<file path="src/design/detector_regs.svh">
// Register offsets, reset values and timing counts of the detector sequencer
`ifndef DETECTOR_REGS_SVH
`define DETECTOR_REGS_SVH

// ----------------------------------------------------------------
// Clock and oscillator timing
// ----------------------------------------------------------------
`define ACLK_MHZ 100
`define OSC_PERIOD_US 10500
`define OSC_CYC (`OSC_PERIOD_US * `ACLK_MHZ)
`define EMIT_US 105
`define EMIT_CYC (`EMIT_US * `ACLK_MHZ)
`define CHIRP_MS 10
`define CHIRP_CYC (`CHIRP_MS * 1000 * `ACLK_MHZ)

// ----------------------------------------------------------------
// Counts in oscillator cycles
// ----------------------------------------------------------------
`define PTT_PULSE_MS 252
`define PTT_PULSE_OSC ((`PTT_PULSE_MS * 1000) / `OSC_PERIOD_US)
`define BLINK_MS 500
`define HALF_OSC ((`BLINK_MS * 1000) / `OSC_PERIOD_US)
`define HORN_OFF2_MS 1500
`define HORN_ON_SLOTS 5
`define HORN_SLOTS (`HORN_ON_SLOTS + `HORN_OFF2_MS / `BLINK_MS)
`define CHECK_S 43
`define CHECK_OSC ((`CHECK_S * 1000000) / `OSC_PERIOD_US)
`define BATT_AT 0
`define CHAMBER_AT 1024
`define DEGR_AT (`CHECK_OSC / 2)
`define SENSE_MS 10000
`define SENSE_OSC ((`SENSE_MS * 1000) / `OSC_PERIOD_US)
`define HUSH_MIN 10
`define HUSH_OSC ((`HUSH_MIN * 60 * 1000000) / `OSC_PERIOD_US)
`define IO_SAMPLE_DIV 4
`define CONSEC_N 3
`define HUSH_EDGES 4

// ----------------------------------------------------------------
// Register map
// ----------------------------------------------------------------
`define REG_CTRL_ADDR 12'h000
`define REG_STATUS_ADDR 12'h004
`define CTRL_RESET 1'h1
`define RESP_OKAY 2'h0
`define RESP_SLVERR 2'h2

`endif

</file>
<file path="src/design/detector_pkg.sv">
// Types shared by the detector sequencer
package detector_pkg;

  typedef enum logic [6:0] {
    ST_STANDBY  = 7'h01,
    ST_PTT_WAIT = 7'h02,
    ST_PTT      = 7'h04,
    ST_PTT_REL  = 7'h08,
    ST_PTT_TAIL = 7'h10,
    ST_DIAG     = 7'h20,
    ST_VENDOR   = 7'h40
  } mode_t;

  typedef enum logic [1:0] {
    SMP_SENSE   = 2'h0,
    SMP_CHAMBER = 2'h1,
    SMP_PTT     = 2'h2
  } sample_t;

endpackage

</file>
<file path="src/design/consec_filter.sv">
// Level filter that flips only after N equal consecutive samples
`timescale 1ns/1ps
`include "detector_regs.svh"

module consec_filter #(
  parameter int unsigned N = `CONSEC_N
) (
  input wire logic aclk,
  input wire logic aresetn,
  input wire logic sample_en,
  input wire logic sample,
  input wire logic clear,
  output logic level
);

  logic [1:0] cnt_q;
  logic level_q;

  wire differs = sample != level_q;
  wire last = cnt_q == 2'(N - 1);

  always_ff @(posedge aclk) begin
    if (!aresetn || clear) begin
      cnt_q <= 2'h0;
      level_q <= 1'h0;
    end else if (sample_en) begin
      if (!differs) begin
        cnt_q <= 2'h0;
      end else if (last) begin
        level_q <= sample;
        cnt_q <= 2'h0;
      end else begin
        cnt_q <= cnt_q + 2'h1;
      end
    end
  end

  assign level = level_q;

endmodule

</file>
<file path="src/design/detector_test_and_alarm_sequencer.sv">
// Test, diagnostic and alarm sequencing of a photoelectric smoke detector
//
// Our own choices: the register addresses and the AXI4-Lite slave port.
`timescale 1ns/1ps
`include "detector_regs.svh"

// Operation
// - Test press selects supervisory gain one oscillator cycle later
// - During push-to-test the emitter pulses every 252 ms
// - Three good test detections drive horn, interconnect, blink indicator
// - Failed test keeps indicator dark, horn silent, interconnect low
// - On release restore gain after one cycle, three more pulses, standby
// - Test falling edge starts ten-minute hush timer when hush enabled
// - Test held below ground one oscillator cycle enters diagnostic mode
// - Diagnostic mode never drives interconnect; high line routes amp out
// - Diagnostic: hush low normal gain on high pin, high the reverse
// - Diagnostic, line low: four hush rising edges enter vendor mode
// - Diagnostic, line high, hush low: feedback high adds gain boost
// - Diagnostic mode clocks from the external oscillator node edges
// - Diagnostic: first horn output shows the smoke integrator level
// - Diagnostic: indicator shows the low-battery comparator directly
// - Diagnostic: emitter pulses each cycle, strobe always on
// - Test released for one oscillator cycle leaves diagnostic mode
// - Alarms persist; local beats remote; both suppress warnings
// - Alarm horn: on, off, on, off, on half-second, then 1.5 s off
// - Local alarm blinks indicator each 0.5 s; remote keeps it dark
// - Chamber check every 43 s at supervisory gain must detect
// - Two failed chamber checks give a 10 ms chirp midway each 43 s
// - Battery checked every 43 s just before a one-cycle indicator flash; low chirps
// - Line sampled each fourth cycle; three highs plus one cycle alarm
// - Local alarm needs three detections and raises standby gain
module detector_test_and_alarm_sequencer
  import detector_pkg::*;
#(
  parameter logic [20:0] OSC_CYC = 21'(`OSC_CYC),
  parameter logic [13:0] EMIT_CYC = 14'(`EMIT_CYC),
  parameter logic [19:0] CHIRP_CYC = 20'(`CHIRP_CYC),
  parameter logic [15:0] HUSH_OSC = 16'(`HUSH_OSC)
) (
  input wire logic aclk,
  input wire logic aresetn,
  input wire logic [11:0] awaddr,
  input wire logic awvalid,
  output logic awready,
  input wire logic [31:0] wdata,
  input wire logic [3:0] wstrb,
  input wire logic wvalid,
  output logic wready,
  output logic [1:0] bresp,
  output logic bvalid,
  input wire logic bready,
  input wire logic [11:0] araddr,
  input wire logic arvalid,
  output logic arready,
  output logic [31:0] rdata,
  output logic [1:0] rresp,
  output logic rvalid,
  input wire logic rready,
  input wire logic test_high,
  input wire logic test_below_gnd,
  input wire logic hush_in,
  input wire logic io_in,
  input wire logic feedback_in,
  input wire logic low_batt_in,
  input wire logic smoke_in,
  input wire logic oscillator_node,
  output logic emitter_drive,
  output logic strobe_on,
  output logic gain_supervisory,
  output logic gain_boost,
  output logic high_gain_cap_pin,
  output logic low_gain_cap_pin,
  output logic piezo_drive_a,
  output logic piezo_drive_b,
  output logic led_oe,
  output logic io_out,
  output logic io_oe,
  output logic timer_mode,
  output logic vendor_mode
);

  // ----------------------------------------------------------------
  // Pin synchronisers
  // ----------------------------------------------------------------
  logic [7:0] pin_s1_q, pin_s2_q;
  wire [7:0] pins_raw = {oscillator_node, smoke_in, low_batt_in,
                         feedback_in, io_in, hush_in, test_below_gnd,
                         test_high};

  always_ff @(posedge aclk) begin
    if (!aresetn) begin
      pin_s1_q <= 8'h00;
      pin_s2_q <= 8'h00;
    end else begin
      pin_s1_q <= pins_raw;
      pin_s2_q <= pin_s1_q;
    end
  end

  wire test_hi = pin_s2_q[0];
  wire test_neg = pin_s2_q[1];
  wire hush_s = pin_s2_q[2];
  wire io_s = pin_s2_q[3];
  wire fb_s = pin_s2_q[4];
  wire batt_s = pin_s2_q[5];
  wire smoke_s = pin_s2_q[6];
  wire osc_s = pin_s2_q[7];

  // ----------------------------------------------------------------
  // Oscillator tick
  // ----------------------------------------------------------------
  mode_t mode_q, mode_d;
  logic [20:0] osc_cnt_q;
  logic osc_prev_q, neg_seen_q, hush_prev_q, test_prev_q;

  wire m_stby = mode_q == ST_STANDBY;
  wire m_wait = mode_q == ST_PTT_WAIT;
  wire m_ptt = mode_q == ST_PTT;
  wire m_rel = mode_q == ST_PTT_REL;
  wire m_tail = mode_q == ST_PTT_TAIL;
  wire m_diag = mode_q == ST_DIAG;
  wire diag_like = m_diag | (mode_q == ST_VENDOR);
  wire osc_wrap = osc_cnt_q == OSC_CYC - 21'h1;
  wire osc_rise = osc_s & ~osc_prev_q;
  wire tick = diag_like ? osc_rise : osc_wrap;

  always_ff @(posedge aclk) begin
    if (!aresetn) begin
      osc_cnt_q <= 21'h0;
      osc_prev_q <= 1'h0;
      hush_prev_q <= 1'h0;
      test_prev_q <= 1'h0;
    end else begin
      osc_cnt_q <= osc_wrap ? 21'h0 : osc_cnt_q + 21'h1;
      osc_prev_q <= osc_s;
      hush_prev_q <= hush_s;
      test_prev_q <= test_hi;
    end
  end

  // ----------------------------------------------------------------
  // Mode sequencing
  // ----------------------------------------------------------------
  logic [1:0] edge_cnt_q, tail_cnt_q, ptt_ok_q, fail_q, phase_q;
  logic [4:0] ivl_q;
  logic [13:0] emit_cnt_q;
  logic ptt_alarm_q;
  sample_t kind_q;

  wire hush_rise = hush_s & ~hush_prev_q;
  wire test_fall = ~test_hi & test_prev_q;
  wire diag_go = tick & test_neg & neg_seen_q & ~diag_like;
  wire diag_quit = tick & ~test_neg & ~neg_seen_q & diag_like;
  wire vend_go = m_diag & ~io_s & hush_rise &
                 (edge_cnt_q == 2'(`HUSH_EDGES - 1));
  wire smp = emit_cnt_q == 14'h1;
  wire tail_done = m_tail & smp & (tail_cnt_q == 2'h3);

  always_comb begin
    mode_d = mode_q;
    case (mode_q)
      ST_STANDBY: begin
        if (test_hi) mode_d = ST_PTT_WAIT;
      end
      ST_PTT_WAIT: begin
        if (!test_hi) mode_d = ST_STANDBY;
        else if (tick) mode_d = ST_PTT;
      end
      ST_PTT: begin
        if (!test_hi) mode_d = ST_PTT_REL;
      end
      ST_PTT_REL: begin
        if (tick) mode_d = ST_PTT_TAIL;
      end
      ST_PTT_TAIL: begin
        if (tail_done) mode_d = ST_STANDBY;
      end
      ST_DIAG: begin
        if (diag_quit) mode_d = ST_STANDBY;
        else if (vend_go) mode_d = ST_VENDOR;
      end
      ST_VENDOR: begin
        if (diag_quit) mode_d = ST_STANDBY;
      end
      default: mode_d = ST_STANDBY;
    endcase
    if (diag_go) mode_d = ST_DIAG;
  end

  always_ff @(posedge aclk) begin
    if (!aresetn) begin
      mode_q <= ST_STANDBY;
      neg_seen_q <= 1'h0;
      edge_cnt_q <= 2'h0;
    end else begin
      mode_q <= mode_d;
      if (tick) neg_seen_q <= test_neg;
      if (!m_diag || io_s) edge_cnt_q <= 2'h0;
      else if (hush_rise) edge_cnt_q <= edge_cnt_q + 2'h1;
    end
  end

  // ----------------------------------------------------------------
  // Emitter pulse scheduling
  // ----------------------------------------------------------------
  logic [11:0] per_q;
  logic [9:0] sense_q;
  logic checks_en_q;
  logic local_alarm, remote_alarm, alarm_any;

  wire quiet = m_stby & ~alarm_any;
  wire ptt_slot = (m_ptt | m_tail) & tick & (ivl_q == 5'h0);
  wire chk_slot = quiet & checks_en_q & tick &
                  (per_q == 12'(`CHAMBER_AT));
  wire batt_slot = quiet & checks_en_q & tick &
                   (per_q == 12'(`BATT_AT));
  wire sense_slot = m_stby & tick & (sense_q == 10'h0) & ~chk_slot;
  wire pulse_req = ptt_slot | chk_slot | sense_slot |
                   (diag_like & tick);
  wire emitting = emit_cnt_q != 14'h0;
  wire smp_sense = smp & (kind_q == SMP_SENSE);
  wire smp_chk = smp & (kind_q == SMP_CHAMBER);
  wire smp_ptt = smp & (kind_q == SMP_PTT) & m_ptt;

  always_ff @(posedge aclk) begin
    if (!aresetn) begin
      emit_cnt_q <= 14'h0;
      kind_q <= SMP_SENSE;
      ivl_q <= 5'h0;
      tail_cnt_q <= 2'h0;
      per_q <= 12'h0;
      sense_q <= 10'h0;
      phase_q <= 2'h0;
    end else begin
      if (pulse_req) begin
        emit_cnt_q <= EMIT_CYC;
        kind_q <= chk_slot ? SMP_CHAMBER : ptt_slot ? SMP_PTT : SMP_SENSE;
      end else if (emitting) begin
        emit_cnt_q <= emit_cnt_q - 14'h1;
      end
      if (m_wait || m_rel) ivl_q <= 5'h0;
      else if (tick && (m_ptt || m_tail))
        ivl_q <= (ivl_q == 5'(`PTT_PULSE_OSC - 1)) ? 5'h0 : ivl_q + 5'h1;
      if (m_rel) tail_cnt_q <= 2'h0;
      else if (ptt_slot && m_tail) tail_cnt_q <= tail_cnt_q + 2'h1;
      if (tick && !diag_like) begin
        per_q <= (per_q == 12'(`CHECK_OSC - 1)) ? 12'h0 : per_q + 12'h1;
        sense_q <= (sense_q == 10'(`SENSE_OSC - 1)) ? 10'h0 :
                   sense_q + 10'h1;
      end
      if (tick) phase_q <= phase_q + 2'h1;
    end
  end

  // ----------------------------------------------------------------
  // Detection: push-to-test, smoke integrator, interconnect filter
  // ----------------------------------------------------------------
  logic smoke_int, io_armed, remote_q;

  always_ff @(posedge aclk) begin
    if (!aresetn || m_stby || diag_like) begin
      ptt_ok_q <= 2'h0;
      ptt_alarm_q <= 1'h0;
    end else if (smp_ptt) begin
      if (!smoke_s) begin
        ptt_ok_q <= 2'h0;
        ptt_alarm_q <= 1'h0;
      end else if (ptt_ok_q == 2'h2) begin
        ptt_alarm_q <= 1'h1;
      end else begin
        ptt_ok_q <= ptt_ok_q + 2'h1;
      end
    end
  end

  // Three in a row either way; also the diagnostic integrator output
  consec_filter u_smoke (
    .aclk(aclk),
    .aresetn(aresetn),
    .sample_en(smp_sense),
    .sample(smoke_s),
    .clear(1'b0),
    .level(smoke_int)
  );

  // Any low level on the line drops the partial count at once
  consec_filter u_line (
    .aclk(aclk),
    .aresetn(aresetn),
    .sample_en(tick && phase_q == 2'(`IO_SAMPLE_DIV - 1)),
    .sample(io_s),
    .clear(!io_s || local_alarm || !m_stby),
    .level(io_armed)
  );

  always_ff @(posedge aclk) begin
    if (!aresetn || !io_armed) remote_q <= 1'h0;
    else if (tick) remote_q <= 1'h1;
  end

  assign local_alarm = smoke_int & m_stby;
  assign remote_alarm = remote_q & m_stby & ~local_alarm;
  assign alarm_any = local_alarm | remote_alarm | ptt_alarm_q;

  // ----------------------------------------------------------------
  // Supervision, hush timer, horn pattern
  // ----------------------------------------------------------------
  logic [15:0] hush_q;
  logic [19:0] chirp_q;
  logic [5:0] half_q;
  logic [2:0] slot_q;
  logic batt_low_q, blink_q, flash_q;

  wire degraded = fail_q == 2'h2;
  wire degr_slot = quiet & tick & degraded &
                   (per_q == 12'(`DEGR_AT));
  wire chirp_req = (batt_slot & batt_s) | degr_slot;
  wire half_wrap = half_q == 6'(`HALF_OSC - 1);

  always_ff @(posedge aclk) begin
    if (!aresetn) begin
      hush_q <= 16'h0;
      fail_q <= 2'h0;
      batt_low_q <= 1'h0;
      chirp_q <= 20'h0;
      flash_q <= 1'h0;
    end else begin
      if (test_fall && hush_s) hush_q <= HUSH_OSC;
      else if (tick && hush_q != 16'h0) hush_q <= hush_q - 16'h1;
      if (smp_chk)
        fail_q <= smoke_s ? 2'h0 : degraded ? fail_q : fail_q + 2'h1;
      if (batt_slot) batt_low_q <= batt_s;
      if (chirp_req) chirp_q <= CHIRP_CYC;
      else if (chirp_q != 20'h0) chirp_q <= chirp_q - 20'h1;
      if (tick) flash_q <= batt_slot;
    end
  end

  always_ff @(posedge aclk) begin
    if (!aresetn || !alarm_any) begin
      half_q <= 6'h0;
      slot_q <= 3'h0;
      blink_q <= 1'h0;
    end else if (tick) begin
      half_q <= half_wrap ? 6'h0 : half_q + 6'h1;
      if (half_wrap)
        slot_q <= (slot_q == 3'(`HORN_SLOTS - 1)) ? 3'h0 : slot_q + 3'h1;
      blink_q <= half_wrap;
    end
  end

  // ----------------------------------------------------------------
  // Output drive
  // ----------------------------------------------------------------
  wire horn_pat = alarm_any & ~slot_q[0] &
                  (slot_q < 3'(`HORN_ON_SLOTS));
  wire horn = horn_pat | (chirp_q != 20'h0);
  wire led_d = diag_like ? batt_s : ~remote_alarm &
               (flash_q | ((local_alarm | ptt_alarm_q) & blink_q));
  wire io_d = ~diag_like & (local_alarm | ptt_alarm_q);
  wire gain_d = m_ptt | m_rel | (emitting & kind_q == SMP_CHAMBER) |
                (diag_like & io_s & hush_s);
  wire boost_d = local_alarm |
                 (diag_like & io_s & ~hush_s & fb_s);
  wire c1_d = diag_like & io_s & ~hush_s & emitting;
  wire c2_d = diag_like & io_s & hush_s & emitting;

  always_ff @(posedge aclk) begin
    if (!aresetn) begin
      emitter_drive <= 1'h0;
      strobe_on <= 1'h0;
      gain_supervisory <= 1'h0;
      gain_boost <= 1'h0;
      high_gain_cap_pin <= 1'h0;
      low_gain_cap_pin <= 1'h0;
      piezo_drive_a <= 1'h0;
      piezo_drive_b <= 1'h0;
      led_oe <= 1'h0;
      io_out <= 1'h0;
      io_oe <= 1'h0;
      timer_mode <= 1'h0;
      vendor_mode <= 1'h0;
    end else begin
      emitter_drive <= emitting;
      strobe_on <= diag_like | emitting;
      gain_supervisory <= gain_d;
      gain_boost <= boost_d;
      high_gain_cap_pin <= c1_d;
      low_gain_cap_pin <= c2_d;
      piezo_drive_a <= diag_like ? smoke_int : horn;
      piezo_drive_b <= ~diag_like & horn;
      led_oe <= led_d;
      io_out <= io_d;
      io_oe <= io_d;
      timer_mode <= hush_q != 16'h0;
      vendor_mode <= mode_q == ST_VENDOR;
    end
  end

  // ----------------------------------------------------------------
  // AXI4-Lite register slave
  // ----------------------------------------------------------------
  logic aw_hold_q, w_hold_q;
  logic [11:0] awaddr_q;
  logic [31:0] wdata_q;
  logic [3:0] wstrb_q;

  wire [7:0] status = {mode_q == ST_VENDOR, m_diag, hush_q != 16'h0,
                       degraded, batt_low_q, remote_alarm, local_alarm,
                       ptt_alarm_q};
  wire wr_fire = aw_hold_q & w_hold_q & ~bvalid;
  wire wr_ctrl = awaddr_q == `REG_CTRL_ADDR;
  wire wr_ok = wr_ctrl | (awaddr_q == `REG_STATUS_ADDR);
  wire rd_ctrl = araddr == `REG_CTRL_ADDR;
  wire rd_stat = araddr == `REG_STATUS_ADDR;
  wire [31:0] rd_data = rd_ctrl ? {31'h0, checks_en_q} :
                        rd_stat ? {24'h0, status} : 32'h0;

  assign awready = ~aw_hold_q & ~bvalid;
  assign wready = ~w_hold_q & ~bvalid;
  assign arready = ~rvalid;

  always_ff @(posedge aclk) begin
    if (!aresetn) begin
      aw_hold_q <= 1'h0;
      w_hold_q <= 1'h0;
      awaddr_q <= 12'h0;
      wdata_q <= 32'h0;
      wstrb_q <= 4'h0;
      bvalid <= 1'h0;
      bresp <= `RESP_OKAY;
      checks_en_q <= `CTRL_RESET;
    end else begin
      if (awvalid && awready) begin
        aw_hold_q <= 1'h1;
        awaddr_q <= awaddr;
      end
      if (wvalid && wready) begin
        w_hold_q <= 1'h1;
        wdata_q <= wdata;
        wstrb_q <= wstrb;
      end
      if (wr_fire) begin
        aw_hold_q <= 1'h0;
        w_hold_q <= 1'h0;
        bvalid <= 1'h1;
        bresp <= wr_ok ? `RESP_OKAY : `RESP_SLVERR;
        if (wr_ctrl && wstrb_q[0]) checks_en_q <= wdata_q[0];
      end else if (bready) begin
        bvalid <= 1'h0;
      end
    end
  end

  always_ff @(posedge aclk) begin
    if (!aresetn) begin
      rvalid <= 1'h0;
      rdata <= 32'h0;
      rresp <= `RESP_OKAY;
    end else if (arvalid && arready) begin
      rvalid <= 1'h1;
      rdata <= rd_data;
      rresp <= (rd_ctrl || rd_stat) ? `RESP_OKAY : `RESP_SLVERR;
    end else if (rready) begin
      rvalid <= 1'h0;
    end
  end
endmodule

</file>
<file path="config.mk">
export PLATFORM = sky130hd
export DESIGN_NAME = detector_test_and_alarm_sequencer
export DESIGN_NICKNAME = d
export VERILOG_FILES = /design/src/design/detector_pkg.sv /design/src/design/consec_filter.sv /design/src/design/detector_test_and_alarm_sequencer.sv
export VERILOG_INCLUDE_DIRS = /design/src /design/src/design
export SDC_FILE = /design/constraint.sdc
export NUM_CORES = 1
export LEC_CHECK = 0
export BUFFER_PORTS_ARGS = -buffer_cell sky130_fd_sc_hd__clkbuf_2
export CAP_MARGIN = 20
export CORE_ASPECT_RATIO = 0.8
export CORE_MARGIN = 2
export CORE_UTILIZATION = 57
export DETAILED_ROUTE_END_ITERATION = 16
export HOLD_SLACK_MARGIN = 0.05
export PLACE_DENSITY = 0.9
export SKIP_CTS_REPAIR_TIMING = 1
export SLEW_MARGIN = 5
export SYNTH_ARGS = -nofsm -noshare
export SYNTH_HDL_FRONTEND = slang
export SYNTH_SLANG_ARGS = --single-unit
</file>
<file path="constraint.sdc">
create_clock -name aclk -period 2.6 [get_ports aclk]
set_input_delay 0 -clock aclk [delete_from_list [all_inputs] [get_ports aclk]]
set_output_delay 0 -clock aclk [all_outputs]
set_load 0.01 [all_outputs]
</file>
==> results of run 1 <==
[logic make-up after synthesis]
| group | synth area share (%) |
|---|---|
| AO/OA/AOI/OAI | 9.10 |
| XOR/XNOR | 8.14 |
| AND/OR/NAND/NOR | 27.3 |
| flip-flops | 43.4 |
| other | 0.0410 |
| adder cells (fa/ha/maj) | 3.15 |
| multiplexers | 3.30 |
| buffers and inverters | 5.64 |
[area by class of cell]
cell class                 instances  area (um2)
fill                            1148        5000
multi-input combinational        765        4810
sequential                       198        3970
timing repair buffer             139         963
clock buffer                      18         439
tap                              215         269
clock inverter                    14         164
inverter                          35         131
[report_power, final]
group          switching, W  internal, W
clock               0.00127      0.00140
sequential         0.000301      0.00334
combinational       0.00131      0.00107
total               0.00288      0.00581
[through the flow]
step	util, %	cells	setup TNS [ns]
3_5_place_dp	62.1	1319	-0.0326
4_1_cts	65.9	1351	-0.0928
3_3_place_gp	62.1	1319	0
6_report	68.2	1384	0
5_1_grt	68.2	1384	-0.0143
2_1_floorplan	-	1067	0
[metal layers]
layer	wire, um	vias to the layer above	share of wire, %	track usage [%]
met5	0	-	0	0
met1	9360	3735	43	31.9
met2	10400	285	48	41.2
met4	464	0	2.1	8.10
met3	1490	46	6.9	5.58
li1	-	3805	-	-
[sequential cells by signal (all words and copies together), names as in the netlist, 10 cells and up]
name and flops:
osc_cnt_q 21, emit_cnt_q 14, hush_q 16, per_q 12
chirp_q 20, awaddr_q 12, sense_q 10
[worst register-to-register path: cells and delay by family (launching register included)]
| kind | cells | cell delay (ns) |
|---|---|---|
| compound gates | 2 | 0.37 |
| fa+ha+maj | 1 | 0.20 |
| simple gates | 4 | 1.08 |
| flops | 1 | 0.35 |
| buf+inv | 2 | 0.39 |
[how the worst min path moves through the flow]
stage / slack [ns] / from / endpoint / cells past startpoint
global route: 0.07 / araddr[9] / rresp[1] / 4
global placement: 0.19 / rready / rvalid / 2
detailed placement: 0.20 / rready / rvalid / 2
CTS: -0.26 / rready / rvalid / 2
floorplan: 0.10 / rready / rvalid / 1
finish: 0.07 / araddr[10] / rresp[1] / 4
[cell usage in the layout, fill, tap and decap left out, types with 9 or more instances in the layout]
cell type      count
a21oi_1           47
conb_1            26
or3_1             11
dfxtp_1          196
nor3_1            27
nand2_1           66
xnor2_1           38
ha_1              22
nor4_1            24
nor2_1           162
mux2i_1           29
and3_1            12
dlygate4sd3_1     31
o31ai_1            9
nand3_1           38
and2_1            25
inv_1             34
xor2_1            47
nand4_1           25
nor3b_1           10
nor2b_1            9
clkbuf_16         17
a31oi_1            9
or4_1             13
buf_4             39
clkbuf_2          68
==> metrics.txt, run 1 <==
number of buffers added on ports=68; Crit Reg-Reg Endpoint=hush_q[15]; largest net degree at the start of global routing=35; ant diodes=0; DRT Pass-1 Iters=5; via density per instance=5.69; worst r2r src=osc_cnt_q[0]; final HPWL from detailed placement=14.3 mm; critical-path cell list=ha_2 -> and3_2 -> nand4b_1 -> buf_4 -> o31ai_4 -> buf_4 -> nand4b_1 -> or4_1 -> a31oi_1; Iter 0 DRT Violations=713; post-synth cell types=72; maximum clock insertion buffer count=2; top cell type by total area after synthesis=dfxtp_1; reg-to-reg slack, setup=0.12 ns; drt drc=0; Worst Hold Slack=0.0656 ns; asr flop ratio synth=0%; Setup WS pre-CTS=-0.0326 ns; setup slack after layout=0.116 ns; average wire per standard cell=15.7 um; clock buffer count from CTS=17; Post-DRT Antenna Nets=0; Worst R2R Path Depth=9; HP Class=primary input to register; final setup vio count=0; Slew @ Worst Pin=0.780 ns; via count=7,871; vias in the first global route=7,077; max incr delay on CP=0.46 ns; Avg Cell Area, Syn=8.77 um2; post-synthesis sequential area ratio=43.4%; Max Clk Rate=0.403 GHz; Post-Synthesis Cells=1,042; Levels on crit path=9; GPL Wtd Cong=0.967; Worst-Skew Late Latency=0.44 ns; critical-path maximum fanout=6; CP endpoint kind=register; fin area=10,700 um2; Buf/Inv on CP=2; Mapped Area=9140 um2; Power Total=0.00869 W; final WL=21.8 mm; Post-synth EDFFs=0; Warnings, synthesis=0; leakage dissipation=4.36 nW; Slew HR=47.3%; ys flop type=dfxtp_1; worst path required time=2.96 ns; Max-cap violations=0; CP arrival=2.84 ns; Final #Nets=1,254; post-place instance area=9780 um2; CTS tree=yes; Initial Utilization=58.1%; Worst Setup Path Type=register to register; launch point of the worst path=osc_cnt_q[0]; Peak VDD IR=0.438 mV; overall routing resource usage=24.6%; minimum clock period=2.48 ns; CTS Sinks=198; CP top delay family=simple AND/OR/NAND/NOR gates; Fin. Hold Viols=0; height of the die=117 um; Root Buffer=clkbuf_16; # rows=41; initial antenna violation count=0; global-route wire length before repair=34.0 mm; die width=146 um; htree depth=4; post-synthesis to final-layout area growth=17.5%; Core ar.=15,700 um2; Worst Setup EP=hush_q[15]; Seq cells post-synth=198; IO Pins=129; most frequent cell after synthesis=dfxtp_1; Die ar.=17,100 um2; Pwr Density=808 nW/um2; crit start category=register; commonest cells in the netlist=198 x dfxtp_1, 162 x nor2_1, 66 x nand2_1, 47 x a21oi_1, 47 x xor2_1; period utilization=95.5%; share of layout cells above drive strength 1=14.9%; top cell type's share of synthesized area=43.4%; Crit-path slowest cell=or4_1; global route overflow=0; skew final=0.0161 ns; status=complete, no violations; fin. max-slew vios=0; Worst-path clk slew=0.07 ns; Synth area leaders=dfxtp_1 43%, nor2_1 6.7%, xor2_1 4.5%, xnor2_1 3.6%, mux2i_1 3.2%
Note: power is estimated with default switching activity, not from simulation.
==> run 2, diff against run 1 <==
--- a/config.mk
+++ b/config.mk
@@ -10,10 +10,10 @@
 export CAP_MARGIN = 20
 export CORE_ASPECT_RATIO = 0.8
 export CORE_MARGIN = 2
-export CORE_UTILIZATION = 57
+export CORE_UTILIZATION = 40
 export DETAILED_ROUTE_END_ITERATION = 16
 export HOLD_SLACK_MARGIN = 0.05
-export PLACE_DENSITY = 0.9
+export PLACE_DENSITY = 0.7
 export SKIP_CTS_REPAIR_TIMING = 1
 export SLEW_MARGIN = 5
 export SYNTH_ARGS = -nofsm -noshare
==> metrics.txt, run 2 (synthesis results as in run 1) <==
multi-input logic area=4800 um2; HP Class=primary input to register; Fin. Hold Viols=0; WHS Path Cells=6; Worst Setup Path Type=primary input to register; register area=3970 um2; via density per instance=5.09; final setup vio count=0; Initial Utilization=40.7%; Top Registers=osc_cnt_q: 21 flops, chirp_q: 20 flops, hush_q: 16 flops; Core ar.=22,400 um2; Pwr Density=791 nW/um2; hold path start=araddr[7]; Iter 0 DRT Violations=485; crit start category=primary input; commonest non-fill, non-tap cell in the layout=dfxtp_1; Root Buffer=clkbuf_16; Worst R2R Path Depth=6; most frequent cells in the layout=197 x dfxtp_1, 162 x nor2_1, 68 x clkbuf_2; GPL Wtd Cong=0.887; ant diodes=0; Worst-Skew Late Latency=0.44 ns; critical-path maximum fanout=3; Final #Nets=1,264; drt drc=0; minimum clock period=2.50 ns; sw frac=31.7%; worst r2r src=mode_q[2]; Die ar.=24,100 um2; final HPWL from detailed placement=14.6 mm; Max Clk Rate=0.401 GHz; fillers=2,124; leakage dissipation=4.41 nW; IO Pins=129; Slew HR=51.9%; Peak VDD IR=0.462 mV; Post-DRT Antenna Nets=0; Worst-path clk slew=0.07 ns; Max-cap violations=0; period utilization=96.0%; number of buffers added on ports=68; # rows=49; CP endpoint kind=register; clock power share=30.6%; height of the die=139 um; largest net degree at the start of global routing=37; Psw=0.00274 W; via count=7,565; post-synthesis to final-layout area growth=19.4%; Worst Hold Endpoint=rdata[0]; largest reg by FF count=osc_cnt_q; post-route setup TNS=0 ns; max reg flops=21; htree depth=4; CP arrival=2.82 ns; global route overflow=0; reg-to-reg slack, setup=0.17 ns; maximum clock insertion buffer count=2; die width=173 um; vias in the first global route=6,853; overall routing resource usage=17.0%; status=complete, no violations; final WL=20.8 mm; Int Power=0.00590 W; Slew @ Worst Pin=0.720 ns; Crit Reg-Reg Endpoint=ivl_q[4]; initial antenna violation count=0; Power Total=0.00863 W; fin. max-slew vios=0; skew final=0.00892 ns; worst path required time=2.93 ns; Logic pwr share=27.5%; sequential fraction of design power=41.9%; average wire per standard cell=14.0 um; clock buffer count from CTS=17; CTS tree=yes; RSZ-0062 raised after global routing=false; CTS Sinks=198; global-route wire length before repair=33.8 mm; share of layout cells above drive strength 1=14.8%; DRT Pass-1 Iters=5
## run 2: changes by cell type in the layout (fill, tap and decap cells not counted), sizes merged
cell	change
clkinvlp	+1
inv	-5
dlygate4sd3	+4
bufinv	+1
buf	+6
clkbuf	+3
## run 2: through the flow
stage / std cells / hold slack, ns / cell area, um2 / util, % / setup slack, ns
after floorplan: 1067 / 0.100 / 9240 / - / 0.324
after global placement: 1412 / 0.195 / 9910 / 44.2 / 0.146
after detailed placement: 1412 / 0.194 / 9910 / 44.2 / 0.0609
after CTS: 1444 / -0.269 / 10500 / 46.8 / 0.0400
after global routing: 1485 / 0.150 / 10900 / 48.7 / 0.0150
final: 1485 / 0.0956 / 10900 / 48.7 / 0.105
## run 2: cell type report
cell class / instances / area share (%)
Tap cell: 306 / 3.51
Timing Repair Buffer: 149 / 9.64
Clock inverter: 11 / 1.13
Clock buffer: 21 / 4.22
Sequential cell: 198 / 36.3
Multi-Input combinational cell: 765 / 44.0
Inverter: 35 / 1.20
## run 2: worst max-delay path by stage
stage,from,endpoint,slack (ns),cells after the start
global route,osc_cnt_q[12],hush_q[13],0.02,8
detailed placement,osc_cnt_q[0],sense_q[3],0.06,10
global placement,osc_cnt_q[0],sense_q[9],0.15,10
finish,araddr[11],rresp[1],0.10,8
CTS,osc_cnt_q[0],sense_q[9],0.04,10
floorplan,osc_cnt_q[0],per_q[5],0.32,8
## run 2: routing by layer
| layer | GRT usage [%] | wire length [um] |
|---|---|---|
| met1 | 23.9 | 10300 |
| met4 | 3.75 | 192 |
| met3 | 4.73 | 1150 |
| met2 | 26.1 | 9240 |
| met5 | 0 | 0 |
## run 2: worst max-delay path: stages
cell	delay, ns
dlygate4sd3_1	0.54
clkbuf_2	0.10
nor3_1	0.15
dlygate4sd3_1	0.58
nand4_1	0.17
dlygate4sd3_1	0.62
o211a_1	0.12
dlygate4sd3_1	0.54
## run 2: power by group through the flow
stage	sequential (W)	combinational [W]	clock, W
floorplan	0.00363	0.00182	0
finish	0.00362	0.00237	0.00264
detailed placement	0.00368	0.00229	0
global placement	0.00367	0.00225	0
CTS	0.00361	0.00231	0.00270
global route	0.00366	0.00268	0.00284
